**config.mk**
```make
export PLATFORM = sky130hd
export DESIGN_NAME = msoc_top
export DESIGN_NICKNAME = d
export VERILOG_FILES = /design/src/inc/msoc_pkg.sv /design/src/verilog/msoc_top.sv /design/src/verilog/msoc_route_map.sv /design/src/verilog/msoc_detect_seq.sv
export SDC_FILE = /design/constraint.sdc
export NUM_CORES = 1
export LEC_CHECK = 0
export ABC_AREA = 1
export BUFFER_PORTS_ARGS = -buffer_cell sky130_fd_sc_hd__buf_4
export CORE_ASPECT_RATIO = 0.7
export CORE_MARGIN = 4
export CORE_UTILIZATION = 56
export DETAILED_ROUTE_END_ITERATION = 7
export GPL_ROUTABILITY_DRIVEN = 1
export GPL_TIMING_DRIVEN = 1
export PLACE_DENSITY = 0.8
export SLEW_MARGIN = 30
export SYNTH_ARGS = -nofsm -noshare
export SYNTH_HDL_FRONTEND = slang
export SYNTH_HIERARCHICAL = 1
export SYNTH_SLANG_ARGS = --single-unit
```
**constraint.sdc**
```tcl
create_clock -name ref_clk -period 1.73 [get_ports ref_clk]
set_input_delay 0.173 -clock ref_clk [delete_from_list [all_inputs] [get_ports ref_clk]]
set_output_delay 0.173 -clock ref_clk [all_outputs]
set_load 0.005 [all_outputs]
```
**src/inc/msoc_pkg.sv**
```systemverilog
//----------------------------------------------------------------------
// Summary of operation
//----------------------------------------------------------------------
// Summary of operation
// - Bit 6 of device settings set enters host override; cleared leaves it.
// - Insertion and type detection run the same with or without override.
// - Switches hold during any type detection; new values wait for its end.
// - Override updates also wait while any de-bounce period runs.
// - Unblocked, enabling override drives switches from the switch control registers.
// - Clearing override restores the latest detection result routing once unblocked.
// - Accessory present but never detected: clearing override restores no-insertion routing.
// - Sleep and override are active together only in the one cycle after override is set.
// - Auto detect off and no software request: insertion starts no detection.
// - Software request under override detects and updates type bits; switches stay.
// - Insertion detects if auto or requested; switches follow result or registers.
// - Radio ground-pass mode turns depletion switches off while an accessory is in.
// - Override wakes the block; clearing it with no accessory restores and sleeps.
package msoc_pkg;

	localparam int ADDR_W = 8;
	localparam int DATA_W = 8;

	//----------------------------------------------------------------------
	// Register offsets
	//----------------------------------------------------------------------
	localparam logic [7:0] ADDR_DEV_SET = 8'h04;
	localparam logic [7:0] ADDR_SW_CTL1 = 8'h07;
	localparam logic [7:0] ADDR_SW_CTL2 = 8'h08;
	localparam logic [7:0] ADDR_SW_STAT1 = 8'h09;
	localparam logic [7:0] ADDR_SW_STAT2 = 8'h0a;
	localparam logic [7:0] ADDR_ACC_STAT = 8'h0b;
	localparam logic [7:0] ADDR_MODE_STAT = 8'h10;

	//----------------------------------------------------------------------
	// Fields and reset values
	//----------------------------------------------------------------------
	localparam int BIT_OVERRIDE = 6;
	localparam int BIT_AUTO_DET = 5;
	localparam int BIT_SW_DET_REQ = 4;
	localparam int BIT_RADIO_GND = 3;
	localparam int BIT_INSERTED = 3;
	localparam logic [7:0] DEV_SET_RESET = 8'h23;
	localparam logic [7:0] DEV_SET_WMASK = 8'h7f;
	localparam logic [5:0] ROUTE_WMASK = 6'h3f;
	localparam logic [3:0] SENSE_WMASK = 4'hf;

	typedef struct packed {
		logic sleeveGnd;
		logic ring2Gnd;
		logic sleeveDepl;
		logic ring2Depl;
		logic micSw2;
		logic micSw1;
	} msoc_route_type;

	typedef struct packed {
		logic s3ps;
		logic s3pr;
		logic s3gs;
		logic s3gr;
	} msoc_sense_type;

	typedef struct packed {
		msoc_route_type route;
		msoc_sense_type sense;
	} msoc_sw_type;

	typedef struct packed {
		logic stdFour;
		logic altFour;
		logic threePole;
	} msoc_acc_type;

	//----------------------------------------------------------------------
	// Switch patterns per routing state
	//----------------------------------------------------------------------
	localparam msoc_sw_type SW_NO_INSERT = 10'h0c0;
	localparam msoc_sw_type SW_THREE_POLE = 10'h3c0;
	localparam msoc_sw_type SW_STD_FOUR = 10'h1d9;
	localparam msoc_sw_type SW_ALT_FOUR = 10'h2e6;

	typedef enum logic [2:0] {
		DET_IDLE = 3'b001,
		DET_START = 3'b010,
		DET_WAIT = 3'b100
	} msoc_det_state_type;

endpackage

```
**src/verilog/msoc_top.sv**
```systemverilog
// Our own choices: the address map and the plain strobed port.
`timescale 1ns/100ps
`default_nettype none
module msoc_top
(
	// Clock and reset
	input wire logic ref_clk,
	input wire logic rstn,
	// Register port
	input wire logic [msoc_pkg::ADDR_W-1:0] regAddr,
	input wire logic [msoc_pkg::DATA_W-1:0] regWrData,
	input wire logic regWr,
	input wire logic regRd,
	output logic [msoc_pkg::DATA_W-1:0] regRdData,
	// Jack and de-bounce status
	input wire logic jackPresent,
	input wire logic insertEvent,
	input wire logic debounceBusy,
	// Detection engine
	input wire logic detectDone,
	input wire msoc_pkg::msoc_acc_type detectResult,
	output logic detectStart,
	// Switch drive and power
	output msoc_pkg::msoc_sw_type switchOut,
	output logic sleepMode
);
	import msoc_pkg::*;

	logic [DATA_W-1:0] devSet_reg;
	msoc_sw_type swCtl_reg;
	msoc_acc_type accType_reg;
	logic resultValid_reg;
	msoc_sw_type switchOut_reg;
	logic sleepMode_reg;
	logic [DATA_W-1:0] rdData_reg;
	logic [DATA_W-1:0] rdData_next;
	logic detBusy;
	logic doneOk;
	logic blocked;
	logic overrideOn;
	msoc_sw_type mapCfg;
	msoc_sw_type target;
	logic wrDevSet;

	assign overrideOn = devSet_reg[BIT_OVERRIDE];
	assign wrDevSet = regWr && (regAddr == ADDR_DEV_SET);
	assign doneOk = detectDone && detBusy;

	//----------------------------------------------------------------------
	// Detection sequencing and type mapping
	//----------------------------------------------------------------------
	msoc_detect_seq msoc_detect_seq_inst
	(
		.ref_clk(ref_clk),
		.rstn(rstn),
		.jackPresent(jackPresent),
		.insertEvent(insertEvent),
		.debounceBusy(debounceBusy),
		.autoDetEn(devSet_reg[BIT_AUTO_DET]),
		.swDetReq(devSet_reg[BIT_SW_DET_REQ]),
		.detectDone(detectDone),
		.detectStart(detectStart),
		.detBusy(detBusy)
	);

	msoc_route_map msoc_route_map_inst
	(
		.accType(accType_reg),
		.cfg(mapCfg)
	);

	//----------------------------------------------------------------------
	// Settings registers
	//----------------------------------------------------------------------
	// Override bit held here
	always_ff @(posedge ref_clk or negedge rstn)
	begin
		if (!rstn)
			devSet_reg <= DEV_SET_RESET;
		else if (wrDevSet)
			devSet_reg <= regWrData & DEV_SET_WMASK;
		else if (doneOk)
			devSet_reg[BIT_SW_DET_REQ] <= 1'b0;
	end

	always_ff @(posedge ref_clk or negedge rstn)
	begin
		if (!rstn)
			swCtl_reg <= '0;
		else if (regWr && regAddr == ADDR_SW_CTL1)
			swCtl_reg.route <= regWrData[5:0] & ROUTE_WMASK;
		else if (regWr && regAddr == ADDR_SW_CTL2)
			swCtl_reg.sense <= regWrData[3:0] & SENSE_WMASK;
	end

	//----------------------------------------------------------------------
	// Latest detection result
	//----------------------------------------------------------------------
	// Type bits update under override
	always_ff @(posedge ref_clk or negedge rstn)
	begin
		if (!rstn)
			accType_reg <= '0;
		else if (doneOk)
			accType_reg <= detectResult;
		else if (!jackPresent)
			accType_reg <= '0;
	end

	// No result until a detection ran
	always_ff @(posedge ref_clk or negedge rstn)
	begin
		if (!rstn)
			resultValid_reg <= 1'b0;
		else if (doneOk)
			resultValid_reg <= 1'b1;
		else if (!jackPresent)
			resultValid_reg <= 1'b0;
	end

	//----------------------------------------------------------------------
	// Switch routing
	//----------------------------------------------------------------------
	// Detection blocks updates
	assign blocked = detBusy || debounceBusy;

	always_comb
	begin
		if (overrideOn)
			target = swCtl_reg;
		else if (resultValid_reg)
			target = mapCfg;
		else
			target = SW_NO_INSERT;
		if (devSet_reg[BIT_RADIO_GND] && jackPresent)
		begin
			target.route.sleeveDepl = 1'b0;
			target.route.ring2Depl = 1'b0;
		end
	end

	always_ff @(posedge ref_clk or negedge rstn)
	begin
		if (!rstn)
			switchOut_reg <= SW_NO_INSERT;
		else if (!blocked)
			switchOut_reg <= target;
	end

	// Wake on override, sleep on exit
	always_ff @(posedge ref_clk or negedge rstn)
	begin
		if (!rstn)
			sleepMode_reg <= 1'b1;
		else
			sleepMode_reg <= !jackPresent && !overrideOn;
	end

	//----------------------------------------------------------------------
	// Read port
	//----------------------------------------------------------------------
	always_comb
	begin
		rdData_next = '0;
		unique case (regAddr)
			ADDR_DEV_SET:
				rdData_next = devSet_reg;
			ADDR_SW_CTL1:
				rdData_next = {2'h0, swCtl_reg.route};
			ADDR_SW_CTL2:
				rdData_next = {4'h0, swCtl_reg.sense};
			ADDR_SW_STAT1:
				rdData_next = {2'h0, switchOut_reg.route};
			ADDR_SW_STAT2:
				rdData_next = {4'h0, switchOut_reg.sense};
			ADDR_ACC_STAT:
			begin
				rdData_next[BIT_INSERTED] = jackPresent;
				rdData_next[2:0] = accType_reg;
			end
			ADDR_MODE_STAT:
				rdData_next = {5'h00, blocked && (switchOut_reg != target), detBusy,
					sleepMode_reg};
			default:
				rdData_next = '0;
		endcase
	end

	always_ff @(posedge ref_clk or negedge rstn)
	begin
		if (!rstn)
			rdData_reg <= '0;
		else if (regRd)
			rdData_reg <= rdData_next;
		else
			rdData_reg <= '0;
	end

	assign regRdData = rdData_reg;
	assign switchOut = switchOut_reg;
	assign sleepMode = sleepMode_reg;

endmodule
`default_nettype wire

```
**src/verilog/msoc_route_map.sv**
```systemverilog
`timescale 1ns/100ps
`default_nettype none
module msoc_route_map
(
	// Detection result
	input wire msoc_pkg::msoc_acc_type accType,
	// Switch pattern
	output msoc_pkg::msoc_sw_type cfg
);
	import msoc_pkg::*;

	always_comb
	begin
		if (accType.stdFour)
			cfg = SW_STD_FOUR;
		else if (accType.altFour)
			cfg = SW_ALT_FOUR;
		else if (accType.threePole)
			cfg = SW_THREE_POLE;
		else
			cfg = SW_NO_INSERT;
	end

endmodule
`default_nettype wire

```
**src/verilog/msoc_detect_seq.sv**
```systemverilog
`timescale 1ns/100ps
`default_nettype none
module msoc_detect_seq
(
	// Clock and reset
	input wire logic ref_clk,
	input wire logic rstn,
	// Jack state
	input wire logic jackPresent,
	input wire logic insertEvent,
	input wire logic debounceBusy,
	// Requests
	input wire logic autoDetEn,
	input wire logic swDetReq,
	// Detection engine
	input wire logic detectDone,
	output logic detectStart,
	output logic detBusy
);
	import msoc_pkg::*;

	msoc_det_state_type state_reg;
	msoc_det_state_type state_next;
	logic pendAuto_reg;

	always_ff @(posedge ref_clk or negedge rstn)
	begin
		if (!rstn)
			pendAuto_reg <= 1'b0;
		else if (insertEvent && autoDetEn)
			pendAuto_reg <= 1'b1;
		else if (!jackPresent || state_reg == DET_START)
			pendAuto_reg <= 1'b0;
	end

	always_comb
	begin
		state_next = state_reg;
		unique case (state_reg)
			DET_IDLE:
				if (jackPresent && !debounceBusy && (pendAuto_reg || swDetReq))
					state_next = DET_START;
			DET_START:
				state_next = DET_WAIT;
			DET_WAIT:
				if (detectDone || !jackPresent)
					state_next = DET_IDLE;
			default:
				state_next = DET_IDLE;
		endcase
	end

	always_ff @(posedge ref_clk or negedge rstn)
	begin
		if (!rstn)
			state_reg <= DET_IDLE;
		else
			state_reg <= state_next;
	end

	always_ff @(posedge ref_clk or negedge rstn)
	begin
		if (!rstn)
		begin
			detectStart <= 1'b0;
			detBusy <= 1'b0;
		end
		else
		begin
			detectStart <= (state_next == DET_START);
			detBusy <= (state_next != DET_IDLE);
		end
	end

endmodule
`default_nettype wire

```
Word level (Yosys, flattened, before mapping)
Index checks and enable logic that the tools add are counted.
- bits in registers: 46
- bits of input ports: 27
- output and inout port bits: 20
- word-level logic and storage cells: 87
- reduce and logical (&&, ||, !) cells: 20
- bitwise gates (word level): 1
- mux-type cells: 20
- equal/unequal tests: 14
- operators by type and width (cell ; count):
    2-to-1 mux 10 bit ; 5
    == test 8 x 4 -> 1 bit, second input constant ; 4
    case mux 4 bit (7 select lines) ; 1
    case mux 3 bit (3 select lines) ; 2
    == test 8 x 3 -> 1 bit, second input constant ; 2
    2-to-1 mux 3 bit ; 4
    logical AND 1 bit ; 10
    != test 10 bit ; 1
    == test 8 x 5 -> 1 bit, second input constant ; 1
    2-to-1 mux 7 bit ; 1
    == test 3 x 2 -> 1 bit, second input constant ; 2
    2-to-1 mux 1 bit ; 6
    logical OR 1 bit ; 4
    nonzero test 2 bit ; 2
    == test 3 x 1 -> 1 bit, second input constant ; 1
    == test 3 bit, second input constant ; 1
    zero test 1 bit ; 3
    != test 3 x 1 -> 1 bit, second input constant ; 1
    2-to-1 mux 2 bit ; 1
    != test 2 x 1 -> 1 bit, second input constant ; 1
    AND reduction 2 bit ; 1
    inverter 1 bit ; 1

Depth between registers and ports, before layout
Gate-level depths: netlist of run 1.
- depth after elaboration: 10
- depth in mapped cells: 13
- gate-level depth less buffers: 13

Modules after synthesis
Netlist of run 1, hierarchy kept.
- modules (own cells, without submodules) (module ; seq. area each (µm²) ; times used ; cells an instance ; area an instance (µm²)):
    msoc_top ; 983.4 ; 1 ; 303 ; 2253.4
    msoc_detect_seq ; 151.4 ; 1 ; 35 ; 297.8
    msoc_route_map ; 0.0 ; 1 ; 16 ; 86.3

Worst setup path before layout of run 1
No wires, ideal clock.
- kind: reg-to-reg
- from: reg accType_reg[2] in the netlist's numbering
- to: reg rdData_reg[2] (netlist: regRdData[2])
- arrival time: 1.242 ns
- period minus slack after synthesis: 1.366 ns
- setup time: 0.124 ns
- path slack: 0.364 ns
- buffers on the path: 1
- data required time: 1.606 ns
- stages on the path, launching flop included: 14
- cell sequence: dfrtp_1 inv_2 nand2_1 inv_1 buf_4 nand3_1 nand2_1 nand2_1 nand2_1 nand2_1 nor2_1 nand3_1 nand2_1 a21oi_1
- RTL lines (what ; RTL line ; RTL):
    start: declaration ; msoc_top.sv:31 ; msoc_acc_type accType_reg;
    start signal: assignment ; msoc_top.sv:105 ; accType_reg <= detectResult;
    end signal: assignment ; msoc_top.sv:194 ; rdData_reg <= rdData_next;
    end: declaration ; msoc_top.sv:35 ; logic [DATA_W-1:0] rdData_reg;

Worst setup path after layout of run 1
- from: reg resultValid_reg
- to: reg rdData_reg[2] (netlist: regRdData[2])
- cells in the longest elaborated chain, start to end: 7
- RTL lines (what ; RTL line ; RTL):
    start: declaration ; msoc_top.sv:32 ; logic resultValid_reg;
    start signal: assignment ; msoc_top.sv:114 ; resultValid_reg <= 1'b0;
    start signal: assignment ; msoc_top.sv:116 ; resultValid_reg <= 1'b1;
    start signal: assignment ; msoc_top.sv:118 ; resultValid_reg <= 1'b0;
    2-to-1 mux 10 bit * ; msoc_top.sv:131 ; else if (resultValid_reg)
    2-to-1 mux 10 bit * ; msoc_top.sv:129 ; if (overrideOn)
    2-to-1 mux 2 bit ; msoc_top.sv:135 ; if (devSet_reg[BIT_RADIO_GND] && jackPresent)
    != test 10 bit * ; msoc_top.sv:182 ; rdData_next = {5'h00, blocked && (switchOut_reg != target), detBusy,
    logical AND 1 bit * ; msoc_top.sv:182 ;
    case mux 4 bit (7 select lines) * ; msoc_top.sv:165 ; unique case (regAddr)
    2-to-1 mux 7 bit * ; msoc_top.sv:193 ; else if (regRd)
Mark *: on every way between the ends. The rest lies on a longest branch, timed or not.
A chain may end at the register's enable or synchronous reset.

==> impl_metrics.toml, run 1 <==
[cts]
cts_made_buffers = 5
clk_pin_slew_worst_paths_ns = 0.08
post_cts_resized = 0
cts_setup_buffers = 0
clock-root-buffer = "clkbuf_8"
clk_path_buf_depth = 2
hold_buffers = 1
clock-sinks = 45
cts_tree = "built"
htree_levels = 2
clk_latency_ns = 0.30

[sta]
setup_viol = 0
final-hold-violation-count = 0
period_share_pct = 91.1
slew_violations = 0
fin_crit_ns = 1.58
rsz0062_at_grt = "false"
worst_slack_ns = 0.154
fmax_ghz = 0.635
fin_skew_ns = 0.00520
finalSetupTns_ns = 0
max_slew_margin_pct = 62.1
tightest_slew_ns = 0.569

[worst_setup_path]
cp.required_ns = 1.90
crit_arrival_ns = 1.75
crit_family = "simple AND/OR/NAND/NOR gates"
crit_buf_inv = 0
end_kind = "flop"
ff2ff_path_depth = 9
start_kind = "flop"
reg2reg_setup_slack_ns = 0.15
worstPathCellList = "nand3_1, nand2_1, nand2_1, nand2_1, nand2_1, nor2_1, nand3_1, nand2_1, a21oi_1"
crit_type = "flop to flop"
crit_path_frequent_cell = "nand2_1"
r2r-end = "regRdData[2]$_DFF_PN0_"
crit_path_top_delay_cell = "dfrtp_1"
max_stage_delay_ns = 0.63
reg2reg_from = "resultValid_reg$_DFFE_PN0P_"
cp_max_fo = 12

[synthesis]
yosysSeqAreaShare_pct = 43.0
syn_inst = 354
muxShareOfSynthArea_pct = 0
synth_top_family_by_area = "simple AND/OR/NAND/NOR gates"
synth_warnings = 6
netlist.top_cell.by_area = "dfrtp_1"
synth.avg_cell_area_um2 = 7.45
ys_ff_latch = 45
synth_xor_area_share_pct = 0
synth-compound-area-share_pct = 10.7
synthTopCellsByArea = "dfrtp_1, nand2_1, dfstp_2"
ys_types = 31
synth_adder_area_share_pct = 0
yosys.area_share.simple_pct = 34.5
synth_top_area_share_pct = 36.1
synth_area_mm2 = 0.00264

[finish]
finalNonFillerCells = 451
drive_gt1_share_pct = 25.8
n_antenna_cell = 0
fin_nets = 422
syn2layout_area_growth_pct = 15.3
mostFrequentLayoutCells = "nand2_1, buf_4, inv_1, dfrtp_1, nand3_1"
final_common_cell = "nand2_1"

[pwr]
peakVddDrop_mv = 0.414
power.leakage_nw = 1.61
power_density_mw_per_mm2 = 691

[floorplan]
dieArea_mm2 = 0.00589
std_cell_rows = 20
num_io_pins = 47
dieWidth_um = 90.0
core_area_mm2 = 0.00445
die_h_um = 65.4
start_util_pct = 59.2

[hold_path]
min_from = "insertEvent"
holdPathStages = 3
hold_class = "primary input to flop"
holdPathEnd = "msoc_detect_seq_inst/pendAuto_reg$_DFFE_PN0P_"

[place]
place_hpwl_um = 4570
gp_congestion = 0.912
io_buffers = 44
place_ws_ns = 0.236
placed_cells = 442

[global_routing]
grt.total_usage_pct = 22.1
grt_pass1_vias = 2184
grt_start_max_net_pins = 46
grt_pass1_wl_um = 10400
antenna_found_initial = 0
grt_overflow = 0

[drt]
wire_per_inst_um = 13.6
drc_errors = 0
drtIter0Drc = 235
antenna_left = 0
routed_wl_um = 6120
drt_first_pass_iters = 6
vias_per_cell = 5.18
vias = 2336

[flow_run]
max-cap-violations = 0

[outcome]
status = "completed"
==> synthesized netlist by cell type <==
library cell and n:
a21oi_1 12, a21oi_2 1, buf_2 1, buf_4 9
buf_6 3, clkbuf_1 2, clkinv_2 1, conb_1 2
dfrtp_1 38, dfstp_2 7, inv_1 43, inv_2 6
nand2_1 109, nand2_2 8, nand2_4 1, nand3_1 30
nand3_2 2, nand3b_1 1, nand4_1 7, nor2_1 26
nor2_2 4, nor2_4 4, nor2_8 1, nor3_1 4
nor3_2 1, o2111ai_1 1, o21ai_0 13, o21ai_1 1
o21ai_2 12, o221ai_1 2, o22ai_1 2
==> routing by layer <==
metal	share of wire [%]	up-vias	global-route usage (%)
li1	-	1193	-
met1	48	1028	32.4
met2	42	108	32.8
met3	9.7	7	5.84
met4	0.80	0	5.15
met5	0	-	0
==> power breakdown <==
group / switching [W] / internal (W) / leakage [nW]
clock network: 0.000349 / 0.000280 / 0.0450
logic: 0.000195 / 0.000136 / 0.981
registers: 0.0000430 / 0.00110 / 0.588
==> worst min-delay path, cell delays in order <==
cell     delay [ns]
buf_4          0.08
nand2_1        0.05
nand2_1        0.06
==> cell type report <==
cell class,instances,area [um^2]
multi-input combinational,245,1200
tap,55,68.8
timing repair buffer,48,363
fill,385,1410
clock buffer,6,72.6
inverter,50,189
clock inverter,2,10.0
sequential,45,1130
==> per-stage QoR <==
stage / util, % / total power (W) / cell area [um^2] / hold slack (ns)
floorplan: - / 0.00134 / 2640 / -0.123
global placement: 66.2 / 0.00148 / 2950 / 0.203
detailed placement: 66.2 / 0.00149 / 2950 / 0.199
CTS: 68.3 / 0.00211 / 3040 / 0.0830
global route: 68.3 / 0.00220 / 3040 / 0.102
finish: 68.3 / 0.00210 / 3040 / 0.0873
==> kinds of logic (layout without fill, tap and decap cells) <==
kind of cell	count (synthesis)	count (layout)
other	2	3
AO/OA/AOI/OAI	44	44
flip-flops	45	45
AND/OR/NAND/NOR	198	198
buffers and inverters	65	106
==> how the worst max path moves through the flow <==
stage,slack (ns),depth (start not counted),end,startpoint
2_1_floorplan,0.36,13,regRdData[2]$_DFF_PN0_,accType_reg[2]$_DFFE_PN0P_
5_1_grt,0.09,12,regRdData[2]$_DFF_PN0_,accType_reg[2]$_DFFE_PN0P_
3_3_place_gp,0.27,9,regRdData[2]$_DFF_PN0_,resultValid_reg$_DFFE_PN0P_
4_1_cts,0.23,9,regRdData[2]$_DFF_PN0_,resultValid_reg$_DFFE_PN0P_
3_5_place_dp,0.24,9,devSet_reg[6]$_DFFE_PN0P_,regAddr[4]
6_report,0.15,9,regRdData[2]$_DFF_PN0_,resultValid_reg$_DFFE_PN0P_
No activity file was read; power rests on OpenSTA's default activity.
==> run 2, diff against run 1 <==
--- a/config.mk
+++ b/config.mk
@@ -9,11 +9,11 @@
 export BUFFER_PORTS_ARGS = -buffer_cell sky130_fd_sc_hd__buf_4
 export CORE_ASPECT_RATIO = 0.7
 export CORE_MARGIN = 4
-export CORE_UTILIZATION = 56
+export CORE_UTILIZATION = 60
 export DETAILED_ROUTE_END_ITERATION = 7
 export GPL_ROUTABILITY_DRIVEN = 1
 export GPL_TIMING_DRIVEN = 1
-export PLACE_DENSITY = 0.8
+export PLACE_DENSITY = 0.85
 export SLEW_MARGIN = 30
 export SYNTH_ARGS = -nofsm -noshare
 export SYNTH_HDL_FRONTEND = slang
==> constraint.sdc (replaced) <==
create_clock -name ref_clk -period 2 [get_ports ref_clk]
set_input_delay 0.2 -clock ref_clk [delete_from_list [all_inputs] [get_ports ref_clk]]
set_output_delay 0.2 -clock ref_clk [all_outputs]
set_load 0.005 [all_outputs]
==> run 2 against run 1 <==
Combinational power shrank 13%. Critical endpoint unchanged. Worst setup slack better by 0.24 ns. Total power decreased by 13%. Maximum frequency shrank 2.1%. Register-to-register slack better by 0.24 ns. Largest power group unchanged. Clock power shrank 11%. Worst hold slack better by 0.0067 ns. Sequential cell count did not move. Die area shrank 6.0%. Highest routed layer unchanged. Final cell count fell by 0.89%. Clock skew rose by 0.00074 ns.
==> impl_metrics.toml, run 2 (synthesis gave the netlist of run 1 again) <==
[sta]
rsz0062_at_grt = "false"
period_share_pct = 80.5
final-hold-violation-count = 0
tightest_slew_ns = 0.565
worst_slack_ns = 0.391
setup_viol = 0
fmax_ghz = 0.621
max_slew_margin_pct = 62.3
fin_crit_ns = 1.61
finalSetupTns_ns = 0
slew_violations = 0
fin_skew_ns = 0.00594

[drt]
wire_per_inst_um = 14.2
routed_wl_um = 6350
drt_first_pass_iters = 4
vias_per_cell = 5.43
antenna_left = 0
drc_errors = 0
vias = 2428
drtIter0Drc = 171

[worst_setup_path]
cp.required_ns = 2.19
crit_path_top_delay_cell = "dfrtp_1"
reg2reg_from = "accType_reg[2]$_DFFE_PN0P_"
crit_type = "flop to flop"
ff2ff_path_depth = 12
cp_max_fo = 7
worstPathCellList = "inv_2, nand2_1, inv_1, nand3_1, nand2_1, nand2_1, nand2_1, nand2_1, nor2_1, nand3_1, nand2_1, a21oi_1"
start_kind = "flop"
crit_path_frequent_cell = "nand2_1"
max_stage_delay_ns = 0.48
crit_arrival_ns = 1.79
end_kind = "flop"
r2r-end = "regRdData[2]$_DFF_PN0_"
reg2reg_setup_slack_ns = 0.39

[floorplan]
die_h_um = 63.5
std_cell_rows = 19
core_area_mm2 = 0.00407
num_io_pins = 47
dieArea_mm2 = 0.00554
dieWidth_um = 87.2
start_util_pct = 64.9

[global_routing]
grt_pass1_wl_um = 10700
antenna_found_initial = 0
grt_pass1_vias = 2306
grt.total_usage_pct = 24.8
grt_overflow = 0
grt_start_max_net_pins = 46

[cts]
clock-root-buffer = "clkbuf_8"
hold_buffers = 1
clk_pin_slew_worst_paths_ns = 0.08
post_cts_resized = 0
clk_path_buf_depth = 2
clk_latency_ns = 0.30
cts_tree = "built"
cts_made_buffers = 5
clock-sinks = 45
cts_setup_buffers = 0
htree_levels = 2

[pwr]
peakVddDrop_mv = 0.396
power.leakage_nw = 1.61
power_density_mw_per_mm2 = 606

[finish]
syn2layout_area_growth_pct = 15.0
design_area_mm2 = 0.00303
mostFrequentLayoutCells = "nand2_1, buf_4, inv_1, dfrtp_1, nand3_1"
fin_nets = 421
n_antenna_cell = 0
finalNonFillerCells = 447
finalCoreUtilization_pct = 74.6
drive_gt1_share_pct = 25.3
final_common_cell = "nand2_1"

[hold_path]
holdPathStages = 3
min_from = "insertEvent"
holdPathEnd = "msoc_detect_seq_inst/pendAuto_reg$_DFFE_PN0P_"
hold_class = "primary input to flop"

[place]
io_buffers = 44
place_ws_ns = 0.435
place_hpwl_um = 4800
post_dp_cell_area_mm2 = 0.00294
gp_congestion = 0.912
placed_cells = 438

[flow_run]
max-cap-violations = 0

[outcome]
status = "completed"
-- run 2: final cells by class --
class / instances / area (um^2)
Timing Repair Buffer: 47 / 355
Inverter: 50 / 189
Clock buffer: 7 / 76.3
Clock inverter: 1 / 8.76
Fill cell: 337 / 1030
Sequential cell: 45 / 1130
Multi-Input combinational cell: 245 / 1200
Tap cell: 52 / 65.1
-- run 2: worst max path at each step --
stage,startpoint,endpoint,depth (start not counted)
after global routing,accType_reg[2]$_DFFE_PN0P_,regRdData[2]$_DFF_PN0_,13
after detailed placement,accType_reg[2]$_DFFE_PN0P_,regRdData[2]$_DFF_PN0_,12
after floorplan,accType_reg[2]$_DFFE_PN0P_,regRdData[2]$_DFF_PN0_,13
after global placement,accType_reg[2]$_DFFE_PN0P_,regRdData[2]$_DFF_PN0_,12
final,accType_reg[2]$_DFFE_PN0P_,regRdData[2]$_DFF_PN0_,12
after CTS,accType_reg[2]$_DFFE_PN0P_,regRdData[2]$_DFF_PN0_,12
-- run 2: routing by layer --
layer  global-route usage (%)  share of wire, %  vias up  routed length, um
met5                        0                 0        -                  0
met4                     9.39               2.1        0                134
met3                     4.69                11       16                693
met2                     37.3                43      113               2760
met1                     35.3                43     1106               2760
li1                         -                 -     1193                  -
-- run 2: metrics by stage --
stage / hold slack (ns) / power, W
3_5_place_dp: 0.236 / 0.00129
5_1_grt: 0.104 / 0.00193
2_1_floorplan: -0.0956 / 0.00116
3_3_place_gp: 0.225 / 0.00128
4_1_cts: 0.0921 / 0.00185
6_report: 0.0941 / 0.00184
-- run 2: where the power goes --
group	switching (W)	internal, W	leakage (nW)
combinational	0.000170	0.000117	0.976
clock	0.000311	0.000250	0.0424
sequential	0.0000384	0.000951	0.588
-- run 2: critical path: cells and delay by family, from the launching register on --
| kind | cells | cell delay [ns] |
|---|---|---|
| AOI/OAI and AO/OA | 1 | 0.06 |
| buffers and inverters | 2 | 0.21 |
| DFF | 1 | 0.48 |
| and+or+nand+nor | 9 | 0.72 |
